## config.mk

```make
export PLATFORM = sky130hd
export DESIGN_NAME = motor_bridge_protection_fsm
export DESIGN_NICKNAME = d
export VERILOG_FILES = /design/src/verilog/bridge_protect_pkg.sv /design/src/verilog/motor_bridge_protection_fsm.sv /design/src/verilog/trip_sync_filter.sv
export VERILOG_INCLUDE_DIRS = /design/src /design/src/verilog
export SDC_FILE = /design/constraint.sdc
export NUM_CORES = 1
export LEC_CHECK = 0
export BUFFER_PORTS_ARGS = -buffer_cell sky130_fd_sc_hd__buf_2
export CAP_MARGIN = 20
export CELL_PAD_IN_SITES_DETAIL_PLACEMENT = 2
export CELL_PAD_IN_SITES_GLOBAL_PLACEMENT = 2
export CORE_UTILIZATION = 30
export CTS_BUF_LIST = sky130_fd_sc_hd__clkbuf_4
export CTS_CLUSTER_DIAMETER = 100
export CTS_CLUSTER_SIZE = 28
export DETAILED_ROUTE_END_ITERATION = 8
export MAX_ROUTING_LAYER = met4
export PLACE_DENSITY_LB_ADDON = 0.1
export RECOVER_POWER = 100
export SYNTH_ARGS = -nofsm -noshare
export SYNTH_HDL_FRONTEND = slang
export SYNTH_SLANG_ARGS = --single-unit
```

## constraint.sdc

```tcl
create_clock -name clk -period 3.1 [get_ports clk]
set_input_delay 0.31 -clock clk [delete_from_list [all_inputs] [get_ports clk]]
set_output_delay 0.31 -clock clk [all_outputs]
set_load 0.1 [all_outputs]
```

## src/verilog/bridge_protect_params.svh

```systemverilog
// Timing and width constants for the bridge protection sequencer
`ifndef BRIDGE_PROTECT_PARAMS_SVH
`define BRIDGE_PROTECT_PARAMS_SVH
`define CLK_PERIOD_NS       10
`define HOLD_OFF_TIME_NS    50000
`define GLITCH_TIME_NS      10000
`define HOLD_OFF_CYCLES     (`HOLD_OFF_TIME_NS / `CLK_PERIOD_NS)
`define GLITCH_CYCLES       ((`GLITCH_TIME_NS + `CLK_PERIOD_NS - 1) / `CLK_PERIOD_NS)
`define NUM_TRANSISTORS     8
`define COUNT_WIDTH         16
`endif

```

## src/verilog/bridge_protect_pkg.sv

```systemverilog
// Types shared by the bridge protection sequencer
package bridge_protect_pkg;
  typedef enum logic [1:0] {
    PROT_RUN,
    PROT_HOLD
  } prot_state_t;

  typedef struct packed {
    logic bridges_enabled;
    logic thermal_active;
    logic overcurrent_active;
    logic protection_status_out;
  } prot_status_t;
endpackage : bridge_protect_pkg

```

## src/verilog/motor_bridge_protection_fsm.sv

```systemverilog
// Fault protection sequencer gating all output transistors of both bridges
// Overview of operation
// - Thermal trip switches every output transistor off
// - Thermal off-time 50 us, then automatic re-enable
// - Any single transistor overcurrent turns all off
// - Overcurrent hold 50 us, then automatic re-enable
// - Repeated overcurrent repeats cycle without retry limit
// - Overcurrent acted on only after 10 us persistence
// - Status high while limiter or thermal shutdown active
`timescale 1ns/100ps
`include "bridge_protect_params.svh"
module motor_bridge_protection_fsm
  import bridge_protect_pkg::*;
#(
  parameter int NUM_T       = `NUM_TRANSISTORS,
  parameter int CW          = `COUNT_WIDTH,
  parameter int HOLD_CYCLES = `HOLD_OFF_CYCLES,
  parameter int GLITCH_CYC  = `GLITCH_CYCLES
) (
  input  wire logic             clk,
  input  wire logic             reset,
  input  wire logic             thermal_trip,
  input  wire logic [NUM_T-1:0] overcurrent_trip,
  output logic                  bridges_enable,
  output logic                  protection_status_out,
  output prot_status_t          status
);
  logic [NUM_T-1:0] oc_confirmed;
  logic             thermal_sync;
  logic             oc_any;

  // One filter per transistor, each watched on its own
  for (genvar i = 0; i < NUM_T; i++) begin : g_oc
    trip_sync_filter #(
      .CW         (CW),
      .MIN_CYCLES (GLITCH_CYC)
    ) u_filt (
      .clk            (clk),
      .reset          (reset),
      .trip_async     (overcurrent_trip[i]),
      .trip_sync      (),
      .trip_confirmed (oc_confirmed[i])
    );
  end

  // Thermal trip needs no glitch filter, only a synchroniser
  trip_sync_filter #(
    .CW         (CW),
    .MIN_CYCLES (1)
  ) u_therm (
    .clk            (clk),
    .reset          (reset),
    .trip_async     (thermal_trip),
    .trip_sync      (thermal_sync),
    .trip_confirmed ()
  );

  assign oc_any = |oc_confirmed;

  prot_state_t   state_reg, state_next;
  logic [CW-1:0] hold_reg,  hold_next;
  logic          therm_reg, therm_next;
  logic          oc_reg,    oc_next;
  logic          en_reg,    en_next;
  logic          stat_reg,  stat_next;

  always_comb begin
    state_next = state_reg;
    hold_next  = hold_reg;
    therm_next = therm_reg;
    oc_next    = oc_reg;
    unique case (state_reg)
      PROT_RUN: begin
        if (thermal_sync || oc_any) begin
          state_next = PROT_HOLD;
          hold_next  = CW'(HOLD_CYCLES - 1);
          therm_next = thermal_sync;
          oc_next    = oc_any;
        end
      end
      PROT_HOLD: begin
        // Late trips during hold are recorded but do not restart the timer
        therm_next = therm_reg | thermal_sync;
        oc_next    = oc_reg | oc_any;
        if (hold_reg == '0) begin
          state_next = PROT_RUN;
          therm_next = 1'b0;
          oc_next    = 1'b0;
        end else begin
          hold_next = hold_reg - CW'(1);
        end
      end
    endcase
    en_next   = (state_next == PROT_RUN);
    stat_next = therm_next | oc_next;
  end

  always_ff @(posedge clk) begin
    if (reset) begin
      state_reg <= PROT_RUN;
      hold_reg  <= '0;
      therm_reg <= 1'b0;
      oc_reg    <= 1'b0;
      en_reg    <= 1'b1;
      stat_reg  <= 1'b0;
    end else begin
      state_reg <= state_next;
      hold_reg  <= hold_next;
      therm_reg <= therm_next;
      oc_reg    <= oc_next;
      en_reg    <= en_next;
      stat_reg  <= stat_next;
    end
  end

  // Enabled out of reset; power-up safety is left to the controller
  assign bridges_enable        = en_reg;
  assign protection_status_out = stat_reg;
  assign status = '{bridges_enabled:       en_reg,
                    thermal_active:        therm_reg,
                    overcurrent_active:    oc_reg,
                    protection_status_out: stat_reg};
endmodule : motor_bridge_protection_fsm

```

## src/verilog/trip_sync_filter.sv

```systemverilog
// Two-stage synchroniser followed by a persistence filter for one trip input
`timescale 1ns/100ps
`include "bridge_protect_params.svh"
module trip_sync_filter #(
  parameter int CW         = `COUNT_WIDTH,
  parameter int MIN_CYCLES = `GLITCH_CYCLES
) (
  input  wire logic clk,
  input  wire logic reset,
  input  wire logic trip_async,
  output logic      trip_sync,
  output logic      trip_confirmed
);
  logic          meta_reg, meta_next;
  logic          sync_reg, sync_next;
  logic [CW-1:0] run_reg,  run_next;
  logic          conf_reg, conf_next;

  always_comb begin
    meta_next = trip_async;
    sync_next = meta_reg;
    run_next  = run_reg;
    conf_next = conf_reg;
    if (!sync_reg) begin
      // Any dropout restarts the persistence count
      run_next  = '0;
      conf_next = 1'b0;
    end else if (run_reg < CW'(MIN_CYCLES - 1)) begin
      run_next = run_reg + CW'(1);
    end else begin
      conf_next = 1'b1;
    end
  end

  always_ff @(posedge clk) begin
    if (reset) begin
      meta_reg <= 1'b0;
      sync_reg <= 1'b0;
      run_reg  <= '0;
      conf_reg <= 1'b0;
    end else begin
      meta_reg <= meta_next;
      sync_reg <= sync_next;
      run_reg  <= run_next;
      conf_reg <= conf_next;
    end
  end

  assign trip_sync      = sync_reg;
  assign trip_confirmed = conf_reg;
endmodule : trip_sync_filter
```

==> results_dict.tcl, run 1 <==
set metrics [dict create \
    status "complete, but fails checks" \
    violations "max-capacitance violations, max-slew violations" \
    reg2reg_to "hold_reg[0]" \
    met1Wirelength_mm 7.54 \
    synth_top_area_share_pct 51.1 \
    finalSetupTns_ns 0 \
    grt_pass1_vias 5638 \
    grt_usage_pct 14.5 \
    max_stage_delay_ns 0.66 \
    die_area_sq_um 23600 \
    dpl.hpwl_mm 11.0 \
    place.gp.congestion 0.716 \
    slew_headroom_pct -36.6 \
    highest_layer "met4" \
    skew_ns 0.0261 \
    avgSynthCellArea_sq_um 9.21 \
    ys.flop_type "dfxtp_1" \
    multi_input_area_sq_um 3210 \
    fmax_mhz 379 \
    cts_max_level 4 \
    wl_met3_microns 249 \
    hp-start "g_oc[0].u_filt.meta_reg" \
    path_class "reg -> reg" \
    worst_ir_drop_vdd_mv 0.233 \
    yosys.area.top_type "dfxtp_1" \
    post-cts-setup-buffers 0 \
    cts_buffer_depth 2 \
    drt-initial-drc-count 171 \
    regArea_sq_um 3520 \
    synthArstFlopShare_pct 0 \
    firstDrtPassIters 4 \
    crit_fanout 9 \
    synth-seq-cells 176 \
    std_cell_rows 55 \
    crit_path_start_kind "flip-flop" \
    worst-endpoint-required_ns 3.55 \
    cp_common_cell "or4_1" \
    end_kind "flip-flop" \
    hold_viol_final 0 \
    hold_end "g_oc[0].u_filt.trip_sync" \
    area_growth_pct 10.7 \
    synth_common_cells "176 x dfxtp_1, 104 x nor2_1, 49 x and2_1" \
    nets 795 \
    yosysSeqAreaShare_pct 51.1 \
    holdPathStages 1 \
    r2r_start "hold_reg[2]" \
    grt_first_pass_wirelength_mm 27.2 \
    overflow 0 \
    slowest_stage "or4_1" \
    fillers 2541 \
    worst_slew_pin_slew_ns 2.05 \
    fp.dieH_microns 154 \
    synth.area.top_cells "dfxtp_1 51%, nor2_1 5.7%, xnor2_1 5.3%" \
    largest_register_ffs 128 \
    grt_max_degree 47 \
    clock-sinks 176 \
    cp_num_buf_inv 1 \
    cts_tree "done" \
    cts_root_buffer "clkbuf_4" \
    r2r_slack_ns 0.46 \
    powerDensity_nw_per_um2 507 \
    grt_antenna_before_repair 1 \
    maxCapViolCount 1 \
    io_buffers 16 \
    crit_family "simple AND/OR/NAND/NOR gates" \
    met2_length_mm 7.62 \
    numCtsBuffers 17 \
    path_clk_slew_ns 0.17 \
    period_share_pct 85.2 \
    ant_nets 0 \
    clock_latency_ns 0.55 \
    route.final.wire_length_mm 15.6 \
    dr_total_vias 5264 \
    synthMostInstantiatedCell "dfxtp_1" \
    initial_core_util_pct 30.5 \
    rsz0062_at_grt "false" \
    core-area_sq_um 22600 \
    drv_slew 47 \
    syn_inst 748 \
    layout-drive-gt1-share_pct 6.35 \
    syn_area_sq_um 6890 \
    yosysWarnings 0 \
    drcViolationCount 0 \
    p_leak_nw 2.60 \
    crit_chain "or4_1, or4_1, o22ai_1, buf_4, nor3_1, a211oi_1" \
    ios 17 \
    synth.net_count 769 \
    crit_arrival_ns 3.10 \
    post_drt_wl_per_cell_microns 14.5 \
    synth-edff-count 0 \
    hold_path_class "reg -> reg" \
    viasPerCell 4.90 \
    p_total_mw 3.86 \
    ff2ff_path_depth 6 \
    synth_cell_types 49 \
    period_needed_ns 2.64 \
    setup_viol 0 \
    fp.dieW_microns 154 \
]
[through the flow]
stage	area (sq um)	hold slack [ns]	instances	utilization, %	setup WS, ns
3_5_place_dp	7260	0.430	1031	32.2	0.572
5_1_grt	7620	0.439	1074	33.8	0.339
6_report	7620	0.457	1074	33.8	0.459
2_1_floorplan	6890	0.414	748	-	0.757
4_1_cts	7630	0.336	1072	33.8	0.543
3_3_place_gp	7260	0.417	1031	32.2	0.606
[power breakdown]
part / internal [mW] / total [mW] / leakage [nW] / switching (mW)
Clock: 0.425 / 1.29 / 0.145 / 0.870
Combinational: 0.0863 / 0.239 / 1.03 / 0.153
Sequential: 2.30 / 2.33 / 1.42 / 0.0299
[kinds of logic (layout without fill, tap and decap cells)]
family / Yosys count / after routing / share of synthesized area, %
simple gates: 380 / 380 / 28.9
flops: 176 / 176 / 51.1
compound gates: 82 / 82 / 7.74
xor+xnor: 59 / 59 / 7.50
buf+inv: 36 / 75 / 2.22
fa+ha+maj: 10 / 10 / 1.82
mux: 5 / 5 / 0.726
other cells: 0 / 2 / 0
[cell type report]
cell class / instances / share of cell area [%]
multi-input combinational: 536 / 42.1
inverter: 12 / 0.591
sequential: 176 / 46.2
clock buffer: 17 / 1.67
antenna: 2 / 0.0656
tap: 285 / 4.68
timing repair buffer: 31 / 2.71
clock inverter: 15 / 1.97
[layout by cell type, fill, tap and decap left out, types with 19 or more instances in the layout]
cell type  instances
a21oi_1           26
dfxtp_1          176
nand3_1           31
nor4_1            20
xnor2_1           42
or3_1             19
nor3_1            26
nor2b_1           28
and2_0            38
nor2_1           104
nand2_1           42
[worst max-delay path by stage]
| stage | end | cells after the start | start | slack [ns] |
|---|---|---|---|---|
| after floorplan | hold_reg[13] | 6 | hold_reg[2] | 0.76 |
| after global placement | hold_reg[13] | 5 | hold_reg[2] | 0.61 |
| after detailed placement | hold_reg[0] | 6 | hold_reg[2] | 0.57 |
| after CTS | hold_reg[0] | 6 | hold_reg[2] | 0.54 |
| after global routing | hold_reg[0] | 6 | hold_reg[2] | 0.34 |
| final | hold_reg[0] | 6 | hold_reg[2] | 0.46 |
[metal layers]
layer / GRT usage, % / up-vias
met5: - / -
met4: 3.67 / 0
met3: 2.96 / 13
met2: 24.3 / 28
met1: 17.8 / 2589
li1: - / 2634
[what timing repair did]
action | CTS | global route
resized for setup | 0 | 0
hold buffers | 9 | 0
endpoints found under the hold margin | 9 | 0
No activity file was read; power rests on OpenSTA's default activity.
==> inputs of run 2 (changes only) <==
--- a/config.mk
+++ b/config.mk
@@ -10,13 +10,14 @@
 export CAP_MARGIN = 20
 export CELL_PAD_IN_SITES_DETAIL_PLACEMENT = 2
 export CELL_PAD_IN_SITES_GLOBAL_PLACEMENT = 2
+export CORE_MARGIN = 3
 export CORE_UTILIZATION = 30
 export CTS_BUF_LIST = sky130_fd_sc_hd__clkbuf_4
 export CTS_CLUSTER_DIAMETER = 100
 export CTS_CLUSTER_SIZE = 28
 export DETAILED_ROUTE_END_ITERATION = 8
 export MAX_ROUTING_LAYER = met4
-export PLACE_DENSITY_LB_ADDON = 0.1
+export PLACE_DENSITY_LB_ADDON = 0.2
 export RECOVER_POWER = 100
 export SYNTH_ARGS = -nofsm -noshare
 export SYNTH_HDL_FRONTEND = slang
==> run 2 against run 1 <==
The run still ends with max-capacitance violations, max-slew violations left. Power up 0.97%. Clock skew down 0.0099 ns. Sequential share of layout area about the same. Worst hold slack about the same. Global-route usage down 0.41 points. Sequential power about the same. Fmax down 0.58%. Design area about the same. Non-clock buffer count unchanged. Wire length about the same. Via count about the same. Highest routed layer unchanged.
==> results_dict.tcl, run 2 (same netlist as run 1, synthesis figures left out) <==
set metrics [dict create \
    p_leak_nw 2.60 \
    crit_start "hold_reg[2]" \
    initial_core_util_pct 31.1 \
    io_buffers 16 \
    hp-start "g_oc[0].u_filt.meta_reg" \
    die_area_sq_um 24800 \
    crit_arrival_ns 3.11 \
    cp_common_cell "or4_1" \
    setup_viol 0 \
    overflow 0 \
    grt_antenna_before_repair 1 \
    post_drt_wl_per_cell_microns 14.6 \
    drt-initial-drc-count 159 \
    area_growth_pct 10.7 \
    ant_nets 0 \
    drcViolationCount 0 \
    status "complete, but fails checks" \
    std_cell_rows 54 \
    largest_register_ffs 128 \
    viasPerCell 4.93 \
    firstDrtPassIters 4 \
    clock-sinks 176 \
    rsz0062_at_grt "false" \
    cts_tree "done" \
    fp.dieH_microns 158 \
    period_share_pct 85.7 \
    violations "max-capacitance violations, max-slew violations" \
    finalSetupTns_ns 0 \
    grt_pass1_vias 5857 \
    ios 17 \
    period_needed_ns 2.66 \
    drv_slew 47 \
    path_class "reg -> reg" \
    dr_total_vias 5265 \
    final_common_cell "dfxtp_1" \
    worst_ir_drop_vdd_mv 0.324 \
    powerDensity_nw_per_um2 511 \
    fmax_mhz 376 \
    cts_max_level 4 \
    path_clk_slew_ns 0.15 \
    crit_fanout 9 \
    worst_slew_pin_slew_ns 2.06 \
    slew_headroom_pct -37.6 \
    route.final.wire_length_mm 15.6 \
    end_kind "flip-flop" \
    cts_root_buffer "clkbuf_4" \
    cts_buffer_depth 2 \
    hold_viol_final 0 \
    layout-drive-gt1-share_pct 6.23 \
    dpl.hpwl_mm 11.0 \
    crit_chain "or4_1, or4_1, o22ai_1, buf_4, nor3_1, a211oi_1" \
    nets 795 \
    grt_first_pass_wirelength_mm 27.9 \
    final_cell_mix "176 x dfxtp_1, 104 x nor2_1, 42 x nand2_1, 42 x xnor2_1, 38 x and2_0" \
    p_total_mw 3.90 \
    hold_slack_ns 0.457 \
    crit_path_start_kind "flip-flop" \
    maxCapViolCount 1 \
    worst-endpoint-required_ns 3.55 \
    finalNonFillerCells 1068 \
    max_stage_delay_ns 0.66 \
    place.gp.congestion 0.788 \
    dp_cells 1026 \
    core-area_sq_um 22200 \
    grt_usage_pct 14.1 \
    hold_path_class "reg -> reg" \
    cts_resized 0 \
    r2r_start "hold_reg[2]" \
    grt_max_degree 47 \
    numCtsBuffers 17 \
    skew_ns 0.0162 \
    slowest_stage "or4_1" \
    fp.dieW_microns 158 \
    clock_latency_ns 0.55 \
]
[run 2: layout make-up]
cell class	count	area, sq um
Tap cell	280	350
Antenna cell	1	2.50
Multi-Input combinational cell	536	3210
Inverter	12	45.0
Sequential cell	176	3520
Timing Repair Buffer	31	206
Fill cell	2476	14500
Clock buffer	17	128
Clock inverter	15	161
[run 2: metrics by stage]
stage,utilization [%],setup WS (ns),instance area (sq um)
2_1_floorplan,-,0.757,6890
3_3_place_gp,32.8,0.614,7260
3_5_place_dp,32.8,0.532,7260
4_1_cts,34.5,0.503,7640
5_1_grt,34.4,0.288,7630
6_report,34.4,0.443,7630
[run 2: what timing repair did]
| item | 4_1_cts | 5_1_grt |
|---|---|---|
| setup buffers | 0 | 0 |
| setup endpoints to repair | 0 | 0 |
| hold buffers | 9 | 0 |
| hold endpoints to repair | 9 | 0 |
[run 2: path summary, 6_finish.rpt]
kind	end	slack, ns	cells after the start
setup / recovery	hold_reg[0]	0.44	6
hold / removal	g_oc[0].u_filt.trip_sync	0.46	1
setup reg to reg	hold_reg[0]	0.44	6
hold reg to reg	g_oc[0].u_filt.trip_sync	0.46	1
[run 2: power by group]
group          switching, mW  internal [mW]  total [mW]
Combinational          0.152         0.0863       0.238
Clock                  0.842          0.491        1.33
Sequential            0.0301           2.30        2.33
[run 2: critical path, delay by kind of cell (launching register included)]
family,cells,cell delay (ns)
buffers and inverters,1,0.23
AO/OA/AOI/OAI,2,0.55
AND/OR/NAND/NOR,3,1.36
flip-flops,1,0.41
[run 2: layer usage]
layer,vias to the layer above,part of all wire [%],global-route usage (%),wire [microns]
met5,-,0,-,0
met4,0,1.1,4.26,172
met3,11,2.0,2.72,314
met2,30,51,24.6,7900
met1,2593,46,16.4,7210
li1,2631,-,-,-
